### config.mk
export PLATFORM = sky130hd
export DESIGN_NAME = iom_exec
export DESIGN_NICKNAME = d
export VERILOG_FILES = /design/src/rtl/iom_pkg.sv /design/src/rtl/iom_file_ram.sv /design/src/rtl/iom_exec.sv
export SDC_FILE = /design/constraint.sdc
export NUM_CORES = 1
export LEC_CHECK = 0
export BUFFER_PORTS_ARGS = -buffer_cell sky130_fd_sc_hd__buf_2
export CORE_MARGIN = 2
export CORE_UTILIZATION = 40
export CTS_CLUSTER_SIZE = 30
export DETAILED_ROUTE_END_ITERATION = 12
export PLACE_DENSITY = 0.64
export SYNTH_ARGS = -nofsm -noshare
export SYNTH_HDL_FRONTEND = slang
export SYNTH_SLANG_ARGS = --single-unit
### constraint.sdc
create_clock -name ref_clk_i -period 23.4 [get_ports ref_clk_i]
set_input_delay 4.68 -clock ref_clk_i [delete_from_list [all_inputs] [get_ports ref_clk_i]]
set_output_delay 4.68 -clock ref_clk_i [all_outputs]
set_load 0.05 [all_outputs]
### src/rtl/iom_pkg.sv
/*
 * Package for the increment / OR / move execute block: opcode patterns,
 * field positions, widths and reset values.
 * Assumes 14-bit instruction words and an 8-bit data path.
 */
package iom_pkg;
    localparam int INSTR_W = 14;
    localparam int DATA_W = 8;
    localparam int ADDR_W = 7;
    localparam int FILE_DEPTH = 128;
    // Six-bit major opcode field sits in bits 13:8.
    localparam int OPC_MSB = 13;
    localparam int OPC_LSB = 8;
    localparam int DEST_BIT = 7;
    localparam int ADDR_MSB = 6;
    localparam int LIT_MSB = 7;
    localparam logic [5:0] OPC_INCREMENT_FILE = 6'h0a;
    localparam logic [5:0] OPC_OR_LITERAL_INTO_ACC = 6'h38;
    localparam logic [5:0] OPC_OR_ACC_WITH_FILE = 6'h04;
    localparam logic [5:0] OPC_MOVE_FILE = 6'h08;
    localparam logic [7:0] ACC_RESET = 8'h00;
    localparam logic ZERO_RESET = 1'b0;
    localparam logic [7:0] ONE = 8'h01;

    typedef enum logic [3:0] {
        IOM_OP_NONE = 4'b0001,
        IOM_OP_INC = 4'b0010,
        IOM_OP_OR = 4'b0100,
        IOM_OP_MOVE = 4'b1000
    } iom_op_t;
endpackage : iom_pkg

### src/rtl/iom_file_ram.sv
/*
 * File register memory: one combinational-address read port with a
 * registered output and one write port.
 * Assumes the read address is presented one cycle before the data is used.
 */
`timescale 1ns/1ps
module iom_file_ram #(
    parameter int DEPTH = 128,
    parameter int AW = 7,
    parameter int DW = 8
) (
    input wire logic ref_clk_i,
    input wire logic [AW-1:0] rd_addr_i,
    output logic [DW-1:0] rd_data_o,
    input wire logic wr_en_i,
    input wire logic [AW-1:0] wr_addr_i,
    input wire logic [DW-1:0] wr_data_i
);
    logic [DW-1:0] mem [DEPTH];

    // Elaboration check: a depth beyond the address range leaves words unreachable.
    if (DEPTH < 1 || DEPTH > (1 << AW)) begin : g_bad_depth
        $error("DEPTH must lie between 1 and the address range");
    end

    // Write-first, so a read of the word being written returns the new value.
    always_ff @(posedge ref_clk_i) begin
        if (wr_en_i) begin
            mem[wr_addr_i] <= wr_data_i;
        end
        if (wr_en_i && (wr_addr_i == rd_addr_i)) begin
            rd_data_o <= wr_data_i;
        end else begin
            rd_data_o <= mem[rd_addr_i];
        end
    end
endmodule : iom_file_ram

### src/rtl/iom_exec.sv
/*
 * Decode and execute stage for four instructions of an 8-bit accumulator
 * core: file increment, literal OR, accumulator-file OR and file move.
 * Each accepted word updates the accumulator or one file word, the zero
 * flag, a one-cycle done pulse and a one-hot class code, all registered.
 * Words with any other opcode, or without instr_valid_i, leave the accumulator, file and zero flag alone, drop done and set the class to IOM_OP_NONE.
 * Assumes fetch logic presents one instruction word per cycle with
 * instr_valid_i, and that the file memory read is issued by this block
 * from the fetch-side address one cycle earlier (instr_next_i).
 * Assumes instr_next_i, instr_valid_i and instr_i come from logic on the
 * same clock, so no synchroniser stands in front of them.
 */
`timescale 1ns/1ps
module iom_exec
    import iom_pkg::*;
#(
    parameter int FILE_WORDS = iom_pkg::FILE_DEPTH
) (
    input wire logic ref_clk_i,
    input wire logic rst_n_i,
    input wire logic [iom_pkg::INSTR_W-1:0] instr_next_i,
    input wire logic instr_valid_i,
    input wire logic [iom_pkg::INSTR_W-1:0] instr_i,
    output logic [iom_pkg::DATA_W-1:0] acc_o,
    output logic zero_o,
    output logic done_o,
    output logic [3:0] op_o
);
    import iom_pkg::*;

    // Elaboration checks: the field slices below follow the package layout, so a
    // package edit that moves a field is refused here instead of miswiring decode.
    // A FILE_WORDS below the depth leaves the upper addresses reading as unknown.
    if (FILE_WORDS < 1 || FILE_WORDS > FILE_DEPTH) begin : g_bad_words
        $error("FILE_WORDS must lie between 1 and FILE_DEPTH");
    end
    if (FILE_DEPTH > (1 << ADDR_W)) begin : g_bad_depth
        $error("FILE_DEPTH exceeds the file address range");
    end
    if (OPC_MSB != INSTR_W - 1 || OPC_MSB - OPC_LSB != 5) begin : g_bad_opc
        $error("opcode field must be the top six instruction bits");
    end
    if (DEST_BIT != OPC_LSB - 1 || ADDR_MSB != ADDR_W - 1) begin : g_bad_addr
        $error("destination and address fields do not match the address width");
    end
    if (DEST_BIT != ADDR_W) begin : g_bad_dest
        $error("destination bit must sit just above the file address");
    end
    if (LIT_MSB != DATA_W - 1 || LIT_MSB >= OPC_LSB) begin : g_bad_lit
        $error("literal field must fill the bits below the opcode");
    end
    if (OPC_INCREMENT_FILE == OPC_OR_ACC_WITH_FILE || OPC_INCREMENT_FILE == OPC_MOVE_FILE
            || OPC_OR_ACC_WITH_FILE == OPC_MOVE_FILE) begin : g_bad_codes
        $error("file-form opcodes must be distinct");
    end
    if (OPC_OR_LITERAL_INTO_ACC == OPC_INCREMENT_FILE
            || OPC_OR_LITERAL_INTO_ACC == OPC_MOVE_FILE
            || OPC_OR_LITERAL_INTO_ACC == OPC_OR_ACC_WITH_FILE) begin : g_bad_lit_code
        $error("literal opcode must differ from the file-form opcodes");
    end

    typedef struct packed {
        logic [DATA_W-1:0] acc;
        logic zero;
        logic done;
        iom_op_t op;
    } iom_state_t;

    iom_state_t state;
    iom_state_t next_state;

    // Instruction fields.
    logic [5:0] opc;
    logic dest;
    logic [ADDR_W-1:0] faddr;
    logic [DATA_W-1:0] lit;

    // Decode results.
    iom_op_t dec_op;
    logic lit_form;
    logic to_file;
    logic to_acc;

    // Operands and result.
    logic [DATA_W-1:0] file_q;
    logic [DATA_W-1:0] or_operand;
    logic [DATA_W-1:0] result;
    logic result_zero;
    logic affects;
    logic file_we;

    assign opc = instr_i[OPC_MSB:OPC_LSB];
    assign dest = instr_i[DEST_BIT];
    assign faddr = instr_i[ADDR_MSB:0];
    assign lit = instr_i[LIT_MSB:0];

    // The read is issued from the next word so its registered data lines up with
    // the word being executed. Write-first forwarding covers a back-to-back
    // instruction that reads the file word the previous one has just written.
    iom_file_ram #(
        .DEPTH(FILE_WORDS),
        .AW(ADDR_W),
        .DW(DATA_W)
    ) u_ram (
        .ref_clk_i(ref_clk_i),
        .rd_addr_i(instr_next_i[ADDR_MSB:0]),
        .rd_data_o(file_q),
        .wr_en_i(file_we),
        .wr_addr_i(faddr),
        .wr_data_i(result)
    );

    always_comb begin
        dec_op = IOM_OP_NONE;
        lit_form = 1'b0;
        if (instr_valid_i) begin
            case (opc)
                OPC_INCREMENT_FILE: begin
                    dec_op = IOM_OP_INC;
                end
                OPC_OR_LITERAL_INTO_ACC: begin
                    dec_op = IOM_OP_OR;
                    lit_form = 1'b1;
                end
                OPC_OR_ACC_WITH_FILE: begin
                    dec_op = IOM_OP_OR;
                end
                OPC_MOVE_FILE: begin
                    dec_op = IOM_OP_MOVE;
                end
                default: begin
                    dec_op = IOM_OP_NONE;
                end
            endcase
        end
    end

    always_comb begin
        result = state.acc;
        affects = 1'b0;
        or_operand = lit_form ? lit : file_q;
        case (dec_op)
            IOM_OP_INC: begin
                result = DATA_W'(file_q + ONE);
                affects = 1'b1;
            end
            IOM_OP_OR: begin
                result = state.acc | or_operand;
                affects = 1'b1;
            end
            IOM_OP_MOVE: begin
                result = file_q;
                affects = 1'b1;
            end
            IOM_OP_NONE: begin
                affects = 1'b0;
            end
            default: begin
                affects = 1'b0;
            end
        endcase
    end

    assign result_zero = (result == '0);

    // The literal form has no destination bit: bit 7 belongs to the literal, so it
    // must never reach the file write enable.
    // destination select
    always_comb begin
        to_file = affects && dest && !lit_form;
        to_acc = affects && !to_file;
        file_we = to_file;
    end

    always_comb begin
        next_state = state;
        next_state.done = affects;
        next_state.op = dec_op;
        if (to_acc) begin
            next_state.acc = result;
        end
        if (affects) begin
            next_state.zero = result_zero;
        end
    end

    // Only the outputs are reset; file words keep whatever they held, so a
    // program must write a file word before it relies on its value.
    // single cycle execute
    always_ff @(posedge ref_clk_i or negedge rst_n_i) begin
        if (!rst_n_i) begin
            state <= '{acc: ACC_RESET, zero: ZERO_RESET, done: 1'b0, op: IOM_OP_NONE};
        end else begin
            state <= next_state;
        end
    end

    // Outputs come straight from the state flip-flops.
    assign acc_o = state.acc;
    assign zero_o = state.zero;
    assign done_o = state.done;
    assign op_o = state.op;
endmodule : iom_exec

== Word level (Yosys, flattened, before mapping) ==
Memory sizes are Yosys's and may differ from the RTL's. A register that Yosys moved wholly into a read port is not among the register bits.
Index checks and enable logic that the tools add are counted.
Operators by class
  add/sub/neg operators: 1
  equality and inequality tests: 7
  mux-type cells: 9
  bitwise logic cells: 1
  reduce and logical (&&, ||, !) cells: 8
Operator list (number)
  $pmux W8 S3: 1
  $eq A6 B4 Y1 const B: 2
  $pmux W4 S3: 1
  $add A8 B1 Y8 const B: 1
  $logic_not A8 Y1: 1
  $mux W8: 1
  $or A8 B8 Y8: 1
  $eq A6 B3 Y1 const B: 1
  $eq A6 B6 Y1 const B: 1
  $mux W1: 5
  $eq A4 B2 Y1 const B: 1
  $eq A4 B3 Y1 const B: 1
  $eq A4 B4 Y1 const B: 1
  $mux W4: 1
  $logic_and A1 B1 Y1: 3
  $reduce_or A3 Y1: 1
  $logic_not A1 Y1: 2
  $reduce_or A2 Y1: 1
Storage, ports and cells
  flip-flop bits (word level): 14
  RAM bits: 1024
  input bits: 31
  output and inout bits: 14
  logic and storage cells: 31
  memories: 1
Memories
  u_ram.mem: words 128, width 8, read ports 1, clocked after memory_dff 1, wr ports 1, RTL line iom_file_ram.sv:19  | logic [DW-1:0] mem [DEPTH];

== Longest topological paths before layout ==
Gate-level depths: netlist of run 1.
  word-level depth: 11
  depth in mapped cells: 18

== Cells and area by module ==
A second synthesis of run 1 with hierarchy kept.
Unflattened totals
  cells, all modules: 1756
  area total of the unflattened synthesis: 40675.3 sq um
Modules (own cells, without submodules)
  iom_file_ram: instances 1, cells an instance 1634, area each 39645.5 sq um, seq. area each 30889.6 sq um
  iom_exec: instances 1, cells an instance 122, area each 1029.7 sq um, seq. area each 351.6 sq um

== Worst setup path before layout of run 1 ==
OpenSTA, ideal clock, no wires.
  path type: input to register
  start: in instr_i[11] (netlist name)
  end: mem u_ram.mem[0][2], data pin
  setup time: 1217 ps
  arrival: 10826 ps
  data required time: 22183 ps
  path slack: 11357 ps
  stages on the path: 8
  cell sequence: nor2b_1 nand3_1 nor2_1 nand2_1 inv_1 clkbuf_1 nand2_1 o21ai_0
On the way
  word-level cells in the longest chain between the ends: 6
RTL lines
  start: declaration: RTL line iom_exec.sv:23  | input wire logic [iom_pkg::INSTR_W-1:0] instr_i,
  $eq A6 B3 Y1 or $eq A6 B6 Y1 (tied branches): RTL line iom_exec.sv:117  | case (opc)
  $reduce_or A2 Y1 (no line)
  $pmux W4 S3 (*): RTL line iom_exec.sv:117
  $mux W4 (*): RTL line iom_exec.sv:116  | if (instr_valid_i) begin
  named net dec_op[1]: RTL line iom_exec.sv:79  | iom_op_t dec_op;
  $eq A4 B4 Y1 (tied with other cells): RTL line iom_exec.sv:142  | case (dec_op)
  $pmux W8 S3 (*): RTL line iom_exec.sv:142
  named net result[2]: RTL line iom_exec.sv:87  | logic [DATA_W-1:0] result;
  end: declaration: RTL line iom_file_ram.sv:19
Mark *: on every way through the listed nets, which the timed path passes. The rest lies on a longest branch.

==> results of run 1 <==
-- stage by stage --
stage               worst slack [ps]  instances
floorplan                      11360       2058
global placement               15280       3393
detailed placement             15170       3393
CTS                            15430       3583
global route                   15040       3583
finish                         15640       3583
-- synthesized netlist by cell type, drive strengths merged, types with 3 or more instances --
cell type / count / area, um^2
edfxtp: 1024 / 30700
mux4: 225 / 5070
nor2: 164 / 616
mux2i: 128 / 1290
nand2: 79 / 297
clkbuf: 56 / 210
buf: 54 / 358
a21oi: 43 / 215
nand3: 36 / 180
a22oi: 28 / 210
a221oi: 24 / 210
nor2b: 20 / 125
dfrtp: 13 / 325
o21ai: 13 / 65.1
a31oi: 10 / 62.6
mux2: 10 / 113
nand2b: 10 / 62.6
inv: 9 / 33.8
nor3: 9 / 45.0
a211oi: 8 / 60.1
and2: 8 / 50.1
dfxtp: 7 / 140
nand4: 6 / 37.5
nor4: 5 / 37.5
o22ai: 5 / 31.3
a2111oi: 4 / 35.0
a311oi: 4 / 35.0
a32oi: 4 / 35.0
o211ai: 4 / 30.0
o221ai: 4 / 35.0
or2: 4 / 25.0
and4: 3 / 26.3
clkinv: 3 / 11.3
-- worst max-delay path: stages (launching register included) --
cell and delay, ps:
sky130_fd_sc_hd__dfxtp_4 840, sky130_fd_sc_hd__buf_4 820, sky130_fd_sc_hd__buf_4 620, sky130_fd_sc_hd__buf_4 620
sky130_fd_sc_hd__mux4_2 650, sky130_fd_sc_hd__mux4_2 520, sky130_fd_sc_hd__mux4_2 460, sky130_fd_sc_hd__mux2_2 310
sky130_fd_sc_hd__ha_1 260, sky130_fd_sc_hd__and4_1 200, sky130_fd_sc_hd__o31ai_4 700, sky130_fd_sc_hd__buf_4 500
sky130_fd_sc_hd__buf_4 730
-- area by class of cell --
cell class	count	area share, %
flip-flops and latches	1045	67.4
multi-input cells	891	20.3
clock buffers	126	5.98
well taps	1368	3.69
clock inverters	64	1.53
repair buffers	77	1.07
inverters	12	0.0971
-- state kept, by name (all words and copies together) (netlist names), named ones only --
register / flops
u_ram.mem: 1024
op_o: 4
done_o: 1
zero_o: 1
acc_o: 8
-- kinds of logic (layout without fill, tap and decap cells) --
group,count (synthesis),after routing,share of synthesized area [%]
adders and majority gates,1,1,0.0304
and+or+nand+nor,353,353,3.83
xor gates and xnor gates,2,2,0.0426
DFF,1045,1045,75.9
muxes,363,363,15.7
AOI/OAI and AO/OA,172,172,2.94
buffers and inverters,122,279,1.49
-- cell usage in the layout, fill, tap and decap left out, types with 9 or more instances in the layout --
master,instances
sky130_fd_sc_hd__edfxtp_1,1024
sky130_fd_sc_hd__clkinv_2,25
sky130_fd_sc_hd__mux2_2,10
sky130_fd_sc_hd__clkinv_1,20
sky130_fd_sc_hd__mux2i_1,127
sky130_fd_sc_hd__buf_4,39
sky130_fd_sc_hd__bufinv_16,15
sky130_fd_sc_hd__nand2b_1,9
sky130_fd_sc_hd__clkbuf_1,14
sky130_fd_sc_hd__dfrtp_1,13
sky130_fd_sc_hd__nand2_1,78
sky130_fd_sc_hd__mux4_2,225
sky130_fd_sc_hd__a21oi_1,43
sky130_fd_sc_hd__nor3_1,9
sky130_fd_sc_hd__a22oi_1,28
sky130_fd_sc_hd__a221oi_1,24
sky130_fd_sc_hd__nor2_1,162
sky130_fd_sc_hd__nand3_1,34
sky130_fd_sc_hd__o21ai_0,11
sky130_fd_sc_hd__a31oi_1,10
sky130_fd_sc_hd__clkbuf_16,105
sky130_fd_sc_hd__buf_2,37
sky130_fd_sc_hd__nor2b_1,18
-- power groups by stage --
| stage | clock (uW) | sequential (uW) | combinational [uW] |
|---|---|---|---|
| after floorplan | 0 | 2250 | 176 |
| after global placement | 0 | 2220 | 313 |
| after detailed placement | 0 | 2220 | 327 |
| after CTS | 1720 | 2180 | 327 |
| after global routing | 1800 | 2180 | 346 |
| final | 1710 | 2180 | 327 |
-- routing by layer --
metal	share of wire, %	wire (um)	global-route usage, %
met5	0.029	30	0
met4	3.5	3600	6.78
met3	8.4	8610	3.65
met2	48	49000	30.7
met1	40	40900	26.2
-- final timing paths --
| path | start | to | slack, ps | cells past startpoint |
|---|---|---|---|---|
| worst max-delay path | register | u_ram.mem[31][4]$_DFFE_PP_ | 15640 | 12 |
| worst min-delay path | zero_o$_DFFE_PN0P_ | zero_o$_DFFE_PN0P_ | 540 | 2 |
| worst max register to register | register | u_ram.mem[31][4]$_DFFE_PP_ | 15640 | 12 |
| worst min register to register | zero_o$_DFFE_PN0P_ | zero_o$_DFFE_PN0P_ | 540 | 2 |
| max in group asynchronous | rst_n_i | op_o[0]$_DFF_PN1_ | 19210 | 1 |
| min in group asynchronous | rst_n_i | op_o[1]$_DFF_PN0_ | 3900 | 1 |
==> impl_results.md, run 1 <==
- Cell count after synthesis: between 2000 and 2500
- Clock latency on the worst-skew pair: 670 ps
- Via-per-instance ratio: between 5 and 6
- Detail-routed net length per standard cell: about 29 um
- Synth Warn #: 0
- Number of cells upsized or downsized after cts: 0
- DIE AREA: ~0.11 mm^2
- Clock root buffer: sky130_fd_sc_hd__clkbuf_16
- Synthesized area divided by synthesized cell count: around 20 um^2
- Path type of the worst setup path: register to register
- Combined flip-flop and latch cell area: ~0.031 mm^2
- Setup_tns: 0 ps
- Final estimated routing congestion in global placement: a little under 0.9
- Combined global-route utilization of all metal layers: between 10% and 20%
- Number of nets in the finished design: between 2000 and 2500
- Maximum fanout along the worst path: 76
- Pin count of the biggest net entering global routing: ~110
- Headroom to the max-slew limit: between 20% and 30%
- Slew Limit Fails: 0
- Sort of element at the end of the critical path: register
- Max H-tree Level: 3
- Transition time of the tightest slew-check pin: about 1200 ps
- Maximum clock frequency: 0.129 GHz
- Setup repair after global routing missed its margin: false
- Layout cells sized above 1: 22.4%
- Row count: 117
- First-iteration detailed-routing DRC count: between 2000 and 3000
- Tightest hold margin: about 540 ps
- Y dimension of the die: approximately 320 um
- Worst Path Required: between 20000 and 25000 ps
- Number of sinks on the clock net: 1045
- Time the final worst path needs with I/O delays and setup: slightly below 8000 ps
- Number of buffers on the longest clock path: 3
- Fill cell instance count of the final layout: about 8500
- Sequential share of power: ~52%
- I/O Buffers: 37
- Sequential fraction of the synthesis area: between 70% and 80%
- Summed area of non-filler cells in the final layout: roughly 0.046 mm^2
- Share of total power in combinational logic: 7.8%
- Max capacitance violation total: 0
- Synth-to-Final Area Change: 12.8%
- Starting utilization of the core area: 40.4%
- Asr flop ratio synth: under 10%
- Post-CTS setup buffer count: 0
- Global-route wire length before repair: 148 mm
- Net switching fraction of the power: a little under a quarter
- Number of global-route vias before repair: ~21000
- Final hold violation count: 0
- Startpoint Class: register
- Net switching power of the design: 957 uW
- Clock-pin slew on the worst setup and hold paths: 70 ps
- Flip-flop cell with the highest count after synthesis: sky130_fd_sc_hd__edfxtp_1
- Leakage component of the power: approximately 0.015 uW
- Number of flip-flops and latches in the synthesized netlist: 1045
- Number of search-and-repair iterations in the first detailed-routing pass: 10
- Number of enable flip-flop cells after synthesis: 1024
- Footprint of the multi-input gates: between 0.009 and 0.01 mm^2
- Design internal power: ~3300 uW
- Final period utilization: 33.2%
- Overall via count from detail_route: around 21000
- DP HPWL: around 62 mm
- Detail Route Antenna Nets: 0
- Post-synth net total: 2090
- Routed wire length: 102 mm
- Total global routing overflow: 0
- Placeable core region: approximately 0.10 mm^2
- Number of different library cells in the post-synthesis netlist: 65
- Boundary Pins: 45
- Outcome: completed
- Antenna violations before repair: 3
- Cts hold-fix bufs: 0
- Crit path arrival time: 8090 ps
- Antenna Cells: 0
- Share of the core filled with cells in the final layout: 45.5%
- Post-route DRC violation count: 0
- Clock buffers created by TritonCTS: around 100
- Horizontal die dimension: approximately 320 um
- Power per cell area: around 90 mW/mm^2
- Total chip power: 4210 uW
- Worst clock skew on the final layout: between 30 and 40 ps
- Synthesized area: 0.0411 mm^2
- Placed Instance Area: 0.0429 mm^2
- Type of the tightest min-delay check: register to register
- Clock tree from TritonCTS: done
- Clock Power Share: 40.5%
- Maximum ir drop on the vdd rail: 0.0631 mV
- Final number of setup-violating endpoints: 0
Note: power is estimated with default switching activity, not from simulation.
==> run 2: changes to the inputs <==
--- a/config.mk
+++ b/config.mk
@@ -10,7 +10,7 @@
 export CORE_UTILIZATION = 40
 export CTS_CLUSTER_SIZE = 30
 export DETAILED_ROUTE_END_ITERATION = 12
-export PLACE_DENSITY = 0.64
+export PLACE_DENSITY = 0.66
 export SYNTH_ARGS = -nofsm -noshare
 export SYNTH_HDL_FRONTEND = slang
 export SYNTH_SLANG_ARGS = --single-unit
==> constraint.sdc (replaced) <==
create_clock -name ref_clk_i -period 6.87 [get_ports ref_clk_i]
set_input_delay 1.374 -clock ref_clk_i [delete_from_list [all_inputs] [get_ports ref_clk_i]]
set_output_delay 1.374 -clock ref_clk_i [all_outputs]
set_load 0.05 [all_outputs]
==> run 2 against run 1 <==
Setup slack got worse by 14000 ps; critical endpoint is now u_ram.mem[15][7]$_DFFE_PP_; highest routed layer unchanged; design area decreased by 0.23%; critical path type unchanged; sequential share of layout area increased by 0.16 points; count of clock-buffer cells in the layout decreased by 4; power increased to 3.3 times the previous value; clock power increased to 3.1 times the previous value.
==> impl_results.md, run 2 (synthesized netlist as in run 1, its figures left out) <==
- Crit path arrival time: about 6000 ps
- Number of sinks on the clock net: around 1000
- Max capacitance violation total: 0
- Clock buffers created by TritonCTS: roughly 100
- Cts hold-fix bufs: 0
- Fill cell instance count of the final layout: approximately 8500
- Maximum clock frequency: ~0.18 GHz
- Highest-count cells in the layout ignoring fill and taps: 1024 x sky130_fd_sc_hd__edfxtp_1, 225 x sky130_fd_sc_hd__mux4_2, 162 x sky130_fd_sc_hd__nor2_1
- Layout cells sized above 1: 22.2%
- Outcome: completed
- Total global routing overflow: 0
- Transition time of the tightest slew-check pin: between 1000 and 1500 ps
- Number of search-and-repair iterations in the first detailed-routing pass: 6
- First-iteration detailed-routing DRC count: 2718
- Design internal power: 10600 uW
- Maximum ir drop on the vdd rail: 0.219 mV
- Number of buffers on the longest clock path: 3
- Slew Limit Fails: 0
- Clock-pin slew on the worst setup and hold paths: around 60 ps
- Net switching power of the design: around 3200 uW
- Antenna violations before repair: 2
- Pin count of the biggest net entering global routing: 130
- I/O Buffers: 37
- Clock Power Share: around two fifths
- Detail Route Antenna Nets: 0
- Global-route wire length before repair: 146 mm
- Number of cells upsized or downsized after cts: 0
- Final period utilization: 81.6%
- Clock root buffer: sky130_fd_sc_hd__clkbuf_16
- Placeable core region: around 0.10 mm^2
- Maximum fanout along the worst path: 44
- Max H-tree Level: 3
- Combined global-route utilization of all metal layers: a little under a fifth
- Summed area of non-filler cells in the final layout: 0.0463 mm^2
- Final estimated routing congestion in global placement: just under 0.9
- Synth-to-Final Area Change: 12.5%
- Slowest cell on crit path: sky130_fd_sc_hd__nor4_2
- Startpoint Class: register
- Sequential share of power: a little over half
- Share of total power in combinational logic: 8.2%
- Sort of element at the end of the critical path: register
- Number of global-route vias before repair: between 20000 and 25000
- Headroom to the max-slew limit: 25.6%
- Overall via count from detail_route: just over 20000
- Boundary Pins: 45
- Clock tree from TritonCTS: done
- Net switching fraction of the power: approximately a quarter
- Delay contributed by the slowest stage of the critical path: 930 ps
- DIE AREA: approximately 0.11 mm^2
- Number of flip-flops in the largest register: 1024
- Row count: about 120
- Most common cell after layout, fill and taps aside: sky130_fd_sc_hd__edfxtp_1
- Clock latency on the worst-skew pair: 670 ps
- Horizontal die dimension: 325 um
- Power per cell area: approximately 300 mW/mm^2
- Post-CTS setup buffer count: 0
- Most flop-heavy register: u_ram.mem
- Time the final worst path needs with I/O delays and setup: ~5600 ps
- Setup repair after global routing missed its margin: false
- Leakage component of the power: around 0.015 uW
- Detail-routed net length per standard cell: 28.1 um
- Path type of the worst setup path: register to register
- DP HPWL: 62.9 mm
- Number of nets in the finished design: between 2000 and 2500
- Cells traversed along the worst timing path: buf_12, buf_12, mux2i_1, a22oi_1, a311oi_1, and4_1, nor4_2, nand2_1, nand4b_1, xnor2_1, a21oi_1, nand2b_4, buf_4
- Y dimension of the die: around 320 um
- Share of the core filled with cells in the final layout: a little under half
- Starting utilization of the core area: between 40% and 50%
- Cell mode on critical path: sky130_fd_sc_hd__buf_12
- Post-route DRC violation count: 0
- Worst clock skew on the final layout: approximately 30 ps
- Routed wire length: around 100 mm
- Final number of setup-violating endpoints: 0
- Type of the tightest min-delay check: register to register
- Final hold violation count: 0
- Placed Instance Area: around 0.043 mm^2
- Worst Path Required: between 7000 and 8000 ps
- Via-per-instance ratio: slightly below 6
- Setup_tns: 0 ps
==> run 2: stage by stage <==
| step | worst slack [ps] | hold slack, ps | std cells | power (uW) |
|---|---|---|---|---|
| after global routing | 1000 | 567 | 3596 | 14200 |
| after detailed placement | 1300 | 514 | 3408 | 8700 |
| after global placement | 1400 | 503 | 3408 | 8650 |
| final | 1270 | 534 | 3597 | 13800 |
| after floorplan | 245 | 741 | 2058 | 8240 |
| after CTS | 1270 | 536 | 3596 | 13900 |
==> run 2: worst paths after layout <==
path / startpoint / to / slack, ps / cells after the start
max: register / u_ram.mem[15][7]$_DFFE_PP_ / 1270 / 13
min: zero_o$_DFFE_PN0P_ / zero_o$_DFFE_PN0P_ / 530 / 2
max reg2reg: register / u_ram.mem[15][7]$_DFFE_PP_ / 1270 / 13
min reg2reg: zero_o$_DFFE_PN0P_ / zero_o$_DFFE_PN0P_ / 530 / 2
max in group asynchronous: rst_n_i / op_o[0]$_DFF_PN1_ / 5980 / 1
min in group asynchronous: rst_n_i / acc_o[4]$_DFFE_PN0P_ / 600 / 1
==> run 2: worst max-delay path, delay by kind of cell (launching register included) <==
kind	cells	cell delay, ps
simple gates	5	2080
buf+inv	3	1080
flops	1	910
compound gates	3	730
xor+xnor	1	190
mux	1	120
==> run 2: layout make-up <==
type / count / area [um^2] / area share, %
Tap cell: 1368 / 1710 / 3.70
Clock buffer: 122 / 2630 / 5.68
Timing Repair Buffer: 92 / 748 / 1.62
Sequential cell: 1045 / 31300 / 67.5
Antenna cell: 1 / 2.50 / 0.00541
Clock inverter: 66 / 495 / 1.07
Multi-Input combinational cell: 891 / 9400 / 20.3
Inverter: 12 / 45.0 / 0.0973
==> run 2: metal layers <==
metal,up-vias,share of wire [%],track usage (%)
met5,-,0.013,0
met3,205,8.7,3.74
met2,1005,47,29.9
met4,2,3.9,7.43
met1,10900,40,26.0
li1,8666,-,-
==> run 2: power by group through the flow <==
stage          Clock, uW  Sequential [uW]  Combinational, uW
2_1_floorplan          0             7640                600
3_3_place_gp           0             7550               1090
3_5_place_dp           0             7560               1140
4_1_cts             5330             7420               1140
5_1_grt             5580             7420               1210
6_report            5260             7420               1140
